### src/hw/etb_pkg.sv
package etb_pkg;

    // ----------------------------------------------------------------
    // Background access-space codes
    // ----------------------------------------------------------------
    localparam logic [2:0] ETB_FC_SUP_DATA = 3'h5;
    localparam logic [2:0] ETB_FC_USR_PROG = 3'h2;
    localparam logic [2:0] ETB_FC_USR_DATA = 3'h1;
    localparam logic [2:0] ETB_FC_SUP_PROG = 3'h6;

    // ----------------------------------------------------------------
    // Clock figures
    // ----------------------------------------------------------------
    localparam int ETB_INT_OSC_KHZ = 16000;
    localparam int ETB_EXT_MAX_KHZ = 16670;
    localparam int ETB_CORE_CLK_KHZ = 125000;
    // Core cycles per internal oscillator half period, rounded down
    localparam int ETB_OSC_HALF_CYC = ETB_CORE_CLK_KHZ / (2 * ETB_INT_OSC_KHZ);

    // ----------------------------------------------------------------
    // Counts and widths
    // ----------------------------------------------------------------
    localparam int ETB_NUM_CS = 4;
    localparam int ETB_BLK_W = 8;
    localparam logic [7:0] ETB_BLK_RESET = 8'h00;
    localparam logic [2:0] ETB_PRIO_NONE = 3'h7;

    // ----------------------------------------------------------------
    // Mode enumerations
    // ----------------------------------------------------------------
    typedef enum logic [1:0] {
        ETB_BG_SP,
        ETB_BG_SD,
        ETB_BG_UP,
        ETB_BG_UD
    } etb_bg_code_t;

    // Configuration word gathered into one carrier
    typedef struct packed {
        etb_bg_code_t bg_code;
        logic [7:0] bg_block;
        logic drive_bg;
        logic ack_interlock;
        logic bus_error_response;
        logic clk_internal;
        logic shared_pin_function;
        logic interrupt_input_mode;
        logic top_request_trigger_mode;
        logic [3:0] chip_select_ack_source;
    } etb_cfg_t;

    // Processor-side bus cycle description
    typedef struct packed {
        logic active;
        logic background;
        logic foreground_mon;
        logic emul_mem;
        logic internal_ack;
        logic write;
        logic [2:0] space;
        logic [7:0] addr_hi;
    } etb_cycle_t;

endpackage

### src/hw/etb_clk_sel.sv
`timescale 1ns/1ps
`default_nettype none
module etb_clk_sel
    import etb_pkg::*;
(
    input wire logic core_clk_in,
    input wire logic rst_in,
    input wire logic ce_in,
    input wire logic clk_internal_in,
    input wire logic clk_select_strobe_in,
    input wire logic probe_clk_in,
    input wire logic reset_release_in,
    output logic emu_clk_out,
    output logic emu_reset_out
);
    // Phase accumulator: twice the oscillator rate added per core cycle
    localparam int CW = 18;
    localparam logic [CW-1:0] STEP = CW'(2 * ETB_INT_OSC_KHZ);
    localparam logic [CW-1:0] LIM = CW'(ETB_CORE_CLK_KHZ);

    logic [CW-1:0] div_cnt;
    logic [CW-1:0] next_div_cnt;
    logic [CW-1:0] acc_sum;
    logic osc;
    logic next_osc;
    logic hold;
    logic next_hold;

    // ----------------------------------------------------------------
    // Next state of divider and reset hold
    // ----------------------------------------------------------------
    always_comb begin
        next_div_cnt = div_cnt;
        next_osc = osc;
        next_hold = hold;
        acc_sum = div_cnt + STEP;
        if (acc_sum >= LIM) begin
            next_div_cnt = acc_sum - LIM;
            next_osc = ~osc;
        end else begin
            next_div_cnt = acc_sum;
        end
        if (clk_select_strobe_in && clk_internal_in) begin
            next_hold = 1'b1;
        end else if (reset_release_in) begin
            next_hold = 1'b0;
        end
    end

    // Registers
    always_ff @(posedge core_clk_in or posedge rst_in) begin
        if (rst_in) begin
            div_cnt <= '0;
            osc <= 1'b0;
            hold <= 1'b0;
        end else if (ce_in) begin
            div_cnt <= next_div_cnt;
            osc <= next_osc;
            hold <= next_hold;
        end
    end

    // Source choice
    assign emu_clk_out = clk_internal_in ? osc : probe_clk_in;
    assign emu_reset_out = hold;

    a_hold_on_select: assert property (@(posedge core_clk_in) disable iff (rst_in)
        ce_in && clk_select_strobe_in && clk_internal_in |=> emu_reset_out)
        else $error("reset not held after internal clock select");
endmodule
`default_nettype wire

### src/hw/etb_irq_route.sv
`timescale 1ns/1ps
`default_nettype none
module etb_irq_route
    import etb_pkg::*;
(
    input wire logic core_clk_in,
    input wire logic rst_in,
    input wire logic ce_in,
    input wire logic interrupt_input_mode_in,
    input wire logic top_request_trigger_mode_in,
    input wire logic priority_line_top_in,
    input wire logic priority_line_mid_in,
    input wire logic priority_line_low_in,
    output logic [2:0] irq_level_out,
    output logic [2:0] irq_dedicated_out
);
    logic top_q;
    logic next_top_q;
    logic edge_seen;
    logic next_edge_seen;
    logic [2:0] lvl;
    logic [2:0] next_lvl;
    logic [2:0] ded;
    logic [2:0] next_ded;

    // ----------------------------------------------------------------
    // Decode of the three priority lines
    // ----------------------------------------------------------------
    always_comb begin
        next_top_q = priority_line_top_in;
        next_edge_seen = top_q && !priority_line_top_in;
        next_lvl = 3'h0;
        next_ded = 3'h0;
        if (!interrupt_input_mode_in) begin
            next_lvl = ~{priority_line_top_in, priority_line_mid_in, priority_line_low_in};
        end else begin
            // Bit2 request 7, bit1 request 6, bit0 request 1
            next_ded[1] = !priority_line_mid_in;
            next_ded[0] = !priority_line_low_in;
            next_ded[2] = top_request_trigger_mode_in ? next_edge_seen
                                                      : !priority_line_top_in;
        end
    end

    // Registers
    always_ff @(posedge core_clk_in or posedge rst_in) begin
        if (rst_in) begin
            top_q <= 1'b1;
            edge_seen <= 1'b0;
            lvl <= 3'h0;
            ded <= 3'h0;
        end else if (ce_in) begin
            top_q <= next_top_q;
            edge_seen <= next_edge_seen;
            lvl <= next_lvl;
            ded <= next_ded;
        end
    end

    assign irq_level_out = lvl;
    assign irq_dedicated_out = ded;

    a_edge_one_pulse: assert property (@(posedge core_clk_in) disable iff (rst_in)
        ce_in && interrupt_input_mode_in && top_request_trigger_mode_in
        && top_q && !priority_line_top_in |=> irq_dedicated_out[2])
        else $error("falling edge on top request not flagged");
endmodule
`default_nettype wire

### src/hw/etb_target_bus.sv
`timescale 1ns/1ps
`default_nettype none
module etb_target_bus
    import etb_pkg::*;
#(
    parameter int NUM_CS = ETB_NUM_CS
)
(
    input wire logic core_clk_in,
    input wire logic rst_in,
    input wire logic ce_in,
    input wire etb_cfg_t cfg_in,
    input wire logic clk_select_strobe_in,
    input wire logic reset_release_in,
    input wire logic probe_clk_in,
    input wire logic target_present_in,
    input wire etb_cycle_t cyc_in,
    input wire logic [NUM_CS-1:0] cs_active_in,
    input wire logic [NUM_CS-1:0] cs_field_internal_in,
    input wire logic cpu_top_ack_in,
    input wire logic port_bit_zero_in,
    input wire logic cycle_ack_n_in,
    input wire logic bus_fault_n_in,
    input wire logic priority_line_top_in,
    input wire logic priority_line_mid_in,
    input wire logic priority_line_low_in,
    output logic emu_clk_out,
    output logic emu_reset_out,
    output logic tgt_drive_out,
    output logic tgt_write_out,
    output logic [2:0] access_space_code_out,
    output logic [7:0] tgt_addr_hi_out,
    output logic cycle_ack_n_out,
    output logic cycle_ack_n_oe_out,
    output logic cpu_ack_out,
    output logic cpu_bus_fault_out,
    output logic shared_pin_out,
    output logic [2:0] irq_level_out,
    output logic [2:0] irq_dedicated_out
);
    logic drive;
    logic next_drive;
    logic wr;
    logic next_wr;
    logic [2:0] space;
    logic [2:0] next_space;
    logic [7:0] addr_hi;
    logic [7:0] next_addr_hi;
    logic tgt_ack;
    logic next_tgt_ack;
    logic cpu_ack;
    logic next_cpu_ack;
    logic fault;
    logic next_fault;
    logic shpin;
    logic next_shpin;
    logic [2:0] bg_code;
    logic [NUM_CS-1:0] cs_int_hit;
    logic [NUM_CS-1:0] cs_ext_hit;
    logic any_int;
    logic any_ext;
    logic needs_ext;

    // ----------------------------------------------------------------
    // Clock source and reset hold
    // ----------------------------------------------------------------
    etb_clk_sel u_clk (
        .core_clk_in(core_clk_in),
        .rst_in(rst_in),
        .ce_in(ce_in),
        .clk_internal_in(cfg_in.clk_internal),
        .clk_select_strobe_in(clk_select_strobe_in),
        .probe_clk_in(probe_clk_in),
        .reset_release_in(reset_release_in),
        .emu_clk_out(emu_clk_out),
        .emu_reset_out(emu_reset_out)
    );

    // ----------------------------------------------------------------
    // Interrupt input routing
    // ----------------------------------------------------------------
    etb_irq_route u_irq (
        .core_clk_in(core_clk_in),
        .rst_in(rst_in),
        .ce_in(ce_in),
        .interrupt_input_mode_in(cfg_in.interrupt_input_mode),
        .top_request_trigger_mode_in(cfg_in.top_request_trigger_mode),
        .priority_line_top_in(priority_line_top_in),
        .priority_line_mid_in(priority_line_mid_in),
        .priority_line_low_in(priority_line_low_in),
        .irq_level_out(irq_level_out),
        .irq_dedicated_out(irq_dedicated_out)
    );

    // Background code table
    always_comb begin
        case (cfg_in.bg_code)
            ETB_BG_SP: bg_code = ETB_FC_SUP_PROG;
            ETB_BG_SD: bg_code = ETB_FC_SUP_DATA;
            ETB_BG_UP: bg_code = ETB_FC_USR_PROG;
            ETB_BG_UD: bg_code = ETB_FC_USR_DATA;
            default: bg_code = ETB_FC_SUP_PROG;
        endcase
    end

    // ----------------------------------------------------------------
    // Per chip select acknowledge source
    // ----------------------------------------------------------------
    genvar g;
    generate
        for (g = 0; g < NUM_CS; g++) begin : g_cs
            // Internal ack only when field and emulator setting both ask
            assign cs_int_hit[g] = cs_active_in[g] && cs_field_internal_in[g]
                                   && cfg_in.chip_select_ack_source[g];
            assign cs_ext_hit[g] = cs_active_in[g] && !cs_int_hit[g];
        end
    endgenerate
    assign any_int = |cs_int_hit;
    assign any_ext = |cs_ext_hit;
    // Cycles that rely on an external acknowledge
    assign needs_ext = cyc_in.active && !cyc_in.internal_ack && !any_int;

    // ----------------------------------------------------------------
    // Next values of the target-facing and processor-side outputs
    // ----------------------------------------------------------------
    always_comb begin
        next_drive = 1'b0;
        next_wr = 1'b0;
        next_space = 3'h0;
        next_addr_hi = ETB_BLK_RESET;
        next_tgt_ack = 1'b0;
        next_cpu_ack = 1'b0;
        next_fault = 1'b0;
        if (cyc_in.active) begin
            if (cyc_in.background && !cyc_in.foreground_mon) begin
                if (cfg_in.drive_bg) begin
                    next_drive = 1'b1;
                    next_space = bg_code;
                    next_addr_hi = cfg_in.bg_block;
                    next_wr = 1'b0;
                end
                // Otherwise outputs stay idle
            end else begin
                next_drive = 1'b1;
                next_space = cyc_in.space;
                next_addr_hi = cyc_in.addr_hi;
                next_wr = cyc_in.write;
            end
        end
        // Internal chip select ack goes out to target only
        if (any_int) begin
            next_tgt_ack = 1'b1;
        end
        if (needs_ext && (any_ext || cyc_in.emul_mem || cyc_in.background)) begin
            if (!target_present_in) begin
                next_cpu_ack = 1'b1;
            end else if (cfg_in.ack_interlock) begin
                next_cpu_ack = !cycle_ack_n_in;
            end else if (cyc_in.emul_mem || cyc_in.background) begin
                next_cpu_ack = 1'b1;
            end else begin
                next_cpu_ack = !cycle_ack_n_in;
            end
        end
        // Bus fault only while connected
        if (cfg_in.bus_error_response && target_present_in && cyc_in.active
            && cyc_in.emul_mem && !bus_fault_n_in) begin
            next_fault = 1'b1;
            next_cpu_ack = 1'b0;
        end
    end

    // Shared pin
    always_comb begin
        if (cfg_in.shared_pin_function) begin
            next_shpin = 1'b0;
        end else begin
            next_shpin = port_bit_zero_in;
        end
    end

    // Registers
    always_ff @(posedge core_clk_in or posedge rst_in) begin
        if (rst_in) begin
            drive <= 1'b0;
            wr <= 1'b0;
            space <= 3'h0;
            addr_hi <= ETB_BLK_RESET;
            tgt_ack <= 1'b0;
            cpu_ack <= 1'b0;
            fault <= 1'b0;
            shpin <= 1'b0;
        end else if (ce_in) begin
            drive <= next_drive;
            wr <= next_wr;
            space <= next_space;
            addr_hi <= next_addr_hi;
            tgt_ack <= next_tgt_ack;
            cpu_ack <= next_cpu_ack;
            fault <= next_fault;
            shpin <= next_shpin;
        end
    end

    // Output assignments
    assign tgt_drive_out = drive;
    assign tgt_write_out = wr;
    assign access_space_code_out = space;
    assign tgt_addr_hi_out = addr_hi;
    assign cycle_ack_n_out = 1'b0;
    assign cycle_ack_n_oe_out = !tgt_ack;
    assign cpu_ack_out = cpu_ack;
    assign cpu_bus_fault_out = fault;
    assign shared_pin_out = shpin;

    // ----------------------------------------------------------------
    // Checks
    // ----------------------------------------------------------------
    a_bg_code_sd: assert property (@(posedge core_clk_in) disable iff (rst_in)
        ce_in && cyc_in.active && cyc_in.background && !cyc_in.foreground_mon
        && cfg_in.drive_bg && cfg_in.bg_code == ETB_BG_SD
        |=> access_space_code_out == 3'h5 && tgt_addr_hi_out == $past(cfg_in.bg_block))
        else $error("background code or block wrong");
    a_bg_code_sp: assert property (@(posedge core_clk_in) disable iff (rst_in)
        ce_in && cyc_in.active && cyc_in.background && !cyc_in.foreground_mon
        && cfg_in.drive_bg && cfg_in.bg_code == ETB_BG_SP
        |=> access_space_code_out == 3'h6)
        else $error("supervisor program code wrong");
    a_bg_read_only: assert property (@(posedge core_clk_in) disable iff (rst_in)
        ce_in && cyc_in.active && cyc_in.background && !cyc_in.foreground_mon
        && cfg_in.drive_bg |=> tgt_drive_out && !tgt_write_out)
        else $error("background write shown as write");
    a_bg_idle: assert property (@(posedge core_clk_in) disable iff (rst_in)
        ce_in && cyc_in.background && !cyc_in.foreground_mon && !cfg_in.drive_bg
        |=> !tgt_drive_out)
        else $error("background cycle driven while drive off");
    a_int_ack_out: assert property (@(posedge core_clk_in) disable iff (rst_in)
        ce_in && any_int |=> !cycle_ack_n_oe_out && !cpu_ack_out)
        else $error("internal ack not passed to target");
    a_interlock_wait: assert property (@(posedge core_clk_in) disable iff (rst_in)
        ce_in && needs_ext && cyc_in.emul_mem && target_present_in
        && cfg_in.ack_interlock && cycle_ack_n_in |=> !cpu_ack_out)
        else $error("emulation memory ended before target ack");
    a_no_target_ack: assert property (@(posedge core_clk_in) disable iff (rst_in)
        ce_in && needs_ext && cyc_in.emul_mem && !target_present_in
        |=> cpu_ack_out)
        else $error("no self ack without target");
    a_fault_gate: assert property (@(posedge core_clk_in) disable iff (rst_in)
        ce_in && !cfg_in.bus_error_response |=> !cpu_bus_fault_out)
        else $error("bus fault passed while disabled");
endmodule
`default_nettype wire

### config.mk
export PLATFORM = sky130hd
export DESIGN_NAME = etb_target_bus
export DESIGN_NICKNAME = d
export VERILOG_FILES = /design/src/hw/etb_pkg.sv /design/src/hw/etb_clk_sel.sv /design/src/hw/etb_irq_route.sv /design/src/hw/etb_target_bus.sv
export SDC_FILE = /design/constraint.sdc
export NUM_CORES = 1
export LEC_CHECK = 0
export BUFFER_PORTS_ARGS = -buffer_cell sky130_fd_sc_hd__buf_2
export CORE_UTILIZATION = 45
export CTS_CLUSTER_SIZE = 24
export DETAILED_ROUTE_END_ITERATION = 7
export PLACE_DENSITY = 0.77
export SLEW_MARGIN = 20
export SYNTH_ARGS = -nofsm -noshare
export SYNTH_HDL_FRONTEND = slang
export SYNTH_SLANG_ARGS = --single-unit
### constraint.sdc
create_clock -name core_clk_in -period 2.36 [get_ports core_clk_in]
set_input_delay 0.118 -clock core_clk_in [delete_from_list [all_inputs] [get_ports core_clk_in]]
set_output_delay 0.118 -clock core_clk_in [all_outputs]
set_load 0.005 [all_outputs]
==> impl_metrics.toml <==
[floorplan]
placeableCoreArea_um2 = 5205
die_area_um2 = 5797
io_pins = 86
initial_core_util = 0.4752
fp-row-count = 26
die_y_um = 76.14
die_w_um = 76.14

[global_routing]
grt_pass1_vias = 2281
grt_overflow = 0
grt_max_degree = 42
grt_pass1_wl_mm = 10.41
grt_usage = 0.2228
antenna_found_initial = 0

[synth]
yosysTopAreaCellShare = 0.4047
syn_nets = 309
synth_top_family_by_area = "compound AO/OA/AOI/OAI gates"
mappedNetlistArea_um2 = 2474
synth.avg_cell_area_um2 = 10.10
synth-seq-area-share = 0.4153
synth_seq_cells = 41
syn_inst = 245
yosysWarnings = 0
yosysMostFrequentCell = "dfrtp_1"
yosys.area.top_type = "dfrtp_1"
synth_edf_count = 0
muxShareOfSynthArea = 0.05817
synthXorXnorAreaFrac = 0.08498
yosys-top-cells-area = "dfrtp_1 (40%), xnor2_1 (6.7%), o2bb2ai_1 (6.0%)"
ys.flop_type = "dfrtp_1"
synth_compound_area_frac = 0.2059
ys_types = 64
yosys.area_share.simple = 0.1664
ys_async_sr_fraction = 1.000
synth_fa_ha_area_frac = 0.02023
synth_commonest_cells = "dfrtp_1 (40), xnor2_1 (19), o2bb2ai_1 (17)"

[detailed_routing]
highest_layer = "met4"
viasPerCell = 5.546
wl_met3_um = 254
num_vias = 2346
first_iter_violations = 126
drt_first_pass_iters = 4
wirelength_mm = 6.462
wl_per_cell_um = 15.28
route.detailed.drc = 0
antenna_left = 0
met1_length_mm = 2.692
dr_wl_met2_mm = 3.400

[timing]
max_clock_freq_mhz = 420.1
period_minus_slack_ns = 2.380
skew_ns = 0.01374
period_share = 1.009
hold_viol_final = 0
worst_pin_slew_ns = 0.5655
rsz0062_at_grt = "true"
slew_violations = 0
fin_ws_ns = -0.02040
setup_violations = 3
slew_headroom = 0.6220

[final_layout]
area_growth_pct = 38.19
utilization = 0.6567
n_antenna_cell = 0
fill_cells = 402
fin_cells = 423
drive_gt1_frac = 0.4476
fin_nets = 416

[setup_path]
critPathKind = "reg2reg"
crit_chain = "buf_6 > a2111o_1 > nor3_4 > a31oi_4 > nand2b_4 > or4_4 > nand3_2 > xnor2_1"
path_buf_inv = 1
cpLargestDelayFamily = "simple AND/OR/NAND/NOR gates"
end_kind = "flop"
crit_required_ns = 2.58
worstPathMaxFanout = 6
critPathMaxStageDelay_ns = 0.51
slowest_stage = "or4_4"
critPathLaunchType = "flop"
cp.arrival_ns = 2.60

[clocking]
clkTransAtPathRegs_ns = 0.09
htreeDepth = 2
clockBufferDepth = 2
cts-root-buf = "clkbuf_8"
cts_tree = "done"
clk_latency_ns = 0.30
clock-sinks = 41
cts_buffers = 5

[status]
violations = "setup timing"
status = "finished with violations"

[placement]
gp_congestion = 0.8273
dp_slack_ns = -0.04571
portBuffers = 83
dp_hpwl_mm = 4.282
place_inst = 401

[pwr]
peakVddDrop_v = 0.0007286
power_density_nw_per_um2 = 1218
p_leak_uw = 0.001596
totalPowerFinal_uw = 4164

[run]
cap_violations = 0

[worst_hold_path]
hp-class = "in2reg"
## stage by stage
| stage | TNS [ns] | hold slack (ns) | cell area (um2) |
|---|---|---|---|
| global route | -0.7886 | 0.02046 | 3418 |
| global placement | 0 | 0.2710 | 3039 |
| finish | -0.03391 | 0.01446 | 3418 |
| detailed placement | -0.1039 | 0.2768 | 3039 |
| floorplan | 0 | 0.2005 | 2477 |
| CTS | -0.01180 | 0.005554 | 3288 |
## final cells by class
| type | count | area [um2] | area share |
|---|---|---|---|
| Sequential cell | 41 | 1031 | 0.3016 |
| Clock buffer | 6 | 72.57 | 0.02123 |
| Inverter | 11 | 41.29 | 0.01208 |
| Timing Repair Buffer | 115 | 679.4 | 0.1988 |
| Tap cell | 70 | 87.58 | 0.02562 |
| Multi-Input combinational cell | 178 | 1491 | 0.4363 |
| Clock inverter | 2 | 15.01 | 0.004392 |
## worst reg2reg max path, cell delays in order, from the launching register on
cell      delay, ns
dfrtp_2        0.46
buf_6          0.15
a2111o_1       0.51
nor3_4         0.24
a31oi_4        0.06
nand2b_4       0.16
or4_4          0.51
nand3_2        0.09
xnor2_1        0.11
## cell usage in the layout (no fill, tap or decap), types with 3 or more instances in the layout
cell type	Yosys	routed
buf_2	4	83
dfrtp_1	40	37
buf_4	2	25
xnor2_1	19	18
o2bb2ai_1	17	16
nand2_1	16	15
mux2i_1	11	11
inv_1	11	10
nor2_1	11	10
nand3_1	10	10
a21oi_1	8	7
nor3_1	5	5
clkbuf_8	0	5
buf_6	1	5
o31a_1	4	4
o21ai_1	2	4
xor2_1	5	4
o21ai_0	6	4
nand2b_1	4	3
and2_1	3	3
mux2_2	3	3
ha_4	0	3
dfrtp_2	0	3
## worst paths after layout
path	start	end	slack (ns)	cells past startpoint
hold reg to reg	u_clk.osc$_DFFE_PP0P_	u_clk.osc$_DFFE_PP0P_	0.48	1
max in group asynchronous	rst_in	u_clk.div_cnt[9]$_DFFE_PP0P_	1.50	4
setup reg to reg	u_clk.div_cnt[9]$_DFFE_PP0P_	u_clk.div_cnt[15]$_DFFE_PP0P_	-0.02	8
setup / recovery	u_clk.div_cnt[9]$_DFFE_PP0P_	u_clk.div_cnt[15]$_DFFE_PP0P_	-0.02	8
min in group asynchronous	rst_in	u_clk.div_cnt[3]$_DFFE_PP0P_	0.49	4
hold / removal	priority_line_top_in	u_irq.irq_level_out[2]$_DFFE_PP0P_	0.01	2
## layer usage
layer,vias to the layer above,GRT usage
met4,0,0.08269
met2,70,0.3918
met1,1155,0.2734
met3,12,0.03832
li1,1109,-
met5,-,0
## report_power, final
| part | total, uW | internal, uW | switching (uW) |
|---|---|---|---|
| clock network | 458 | 208 | 250 |
| logic | 2550 | 1290 | 1260 |
| registers | 1160 | 893 | 266 |
## registers in the layout (all words and copies together) (netlist names)
| name | count |
|---|---|
| u_clk.div_cnt | 15 |
| u_irq.irq_level_out | 3 |
| tgt_addr_hi_out | 8 |
| tgt_drive_out | 1 |
| shared_pin_out | 1 |
| cpu_bus_fault_out | 1 |
| tgt_ack | 1 |
| u_irq.irq_dedicated_out | 3 |
| u_irq.top_q | 1 |
| access_space_code_out | 3 |
| u_clk.emu_reset_out | 1 |
| u_clk.osc | 1 |
| tgt_write_out | 1 |
| cpu_ack_out | 1 |
## timing repair
item | in CTS | in global routing
gates resized for setup | 15 | 21
hold buffers | 2 | 0
setup endpoints to repair | 9 | 16
hold endpoints to repair | 41 | 0
pin swaps | 10 | 9
buffers inserted | 8 | 4
## logic make-up after synthesis
kind of cell	after synthesis
AND/OR/NAND/NOR	71
AO/OA/AOI/OAI	64
flip-flops	41
buffers and inverters	26
XOR/XNOR	24
multiplexers	14
adder cells (fa/ha/maj)	4
other	1
(Power assumes the default switching activity.)
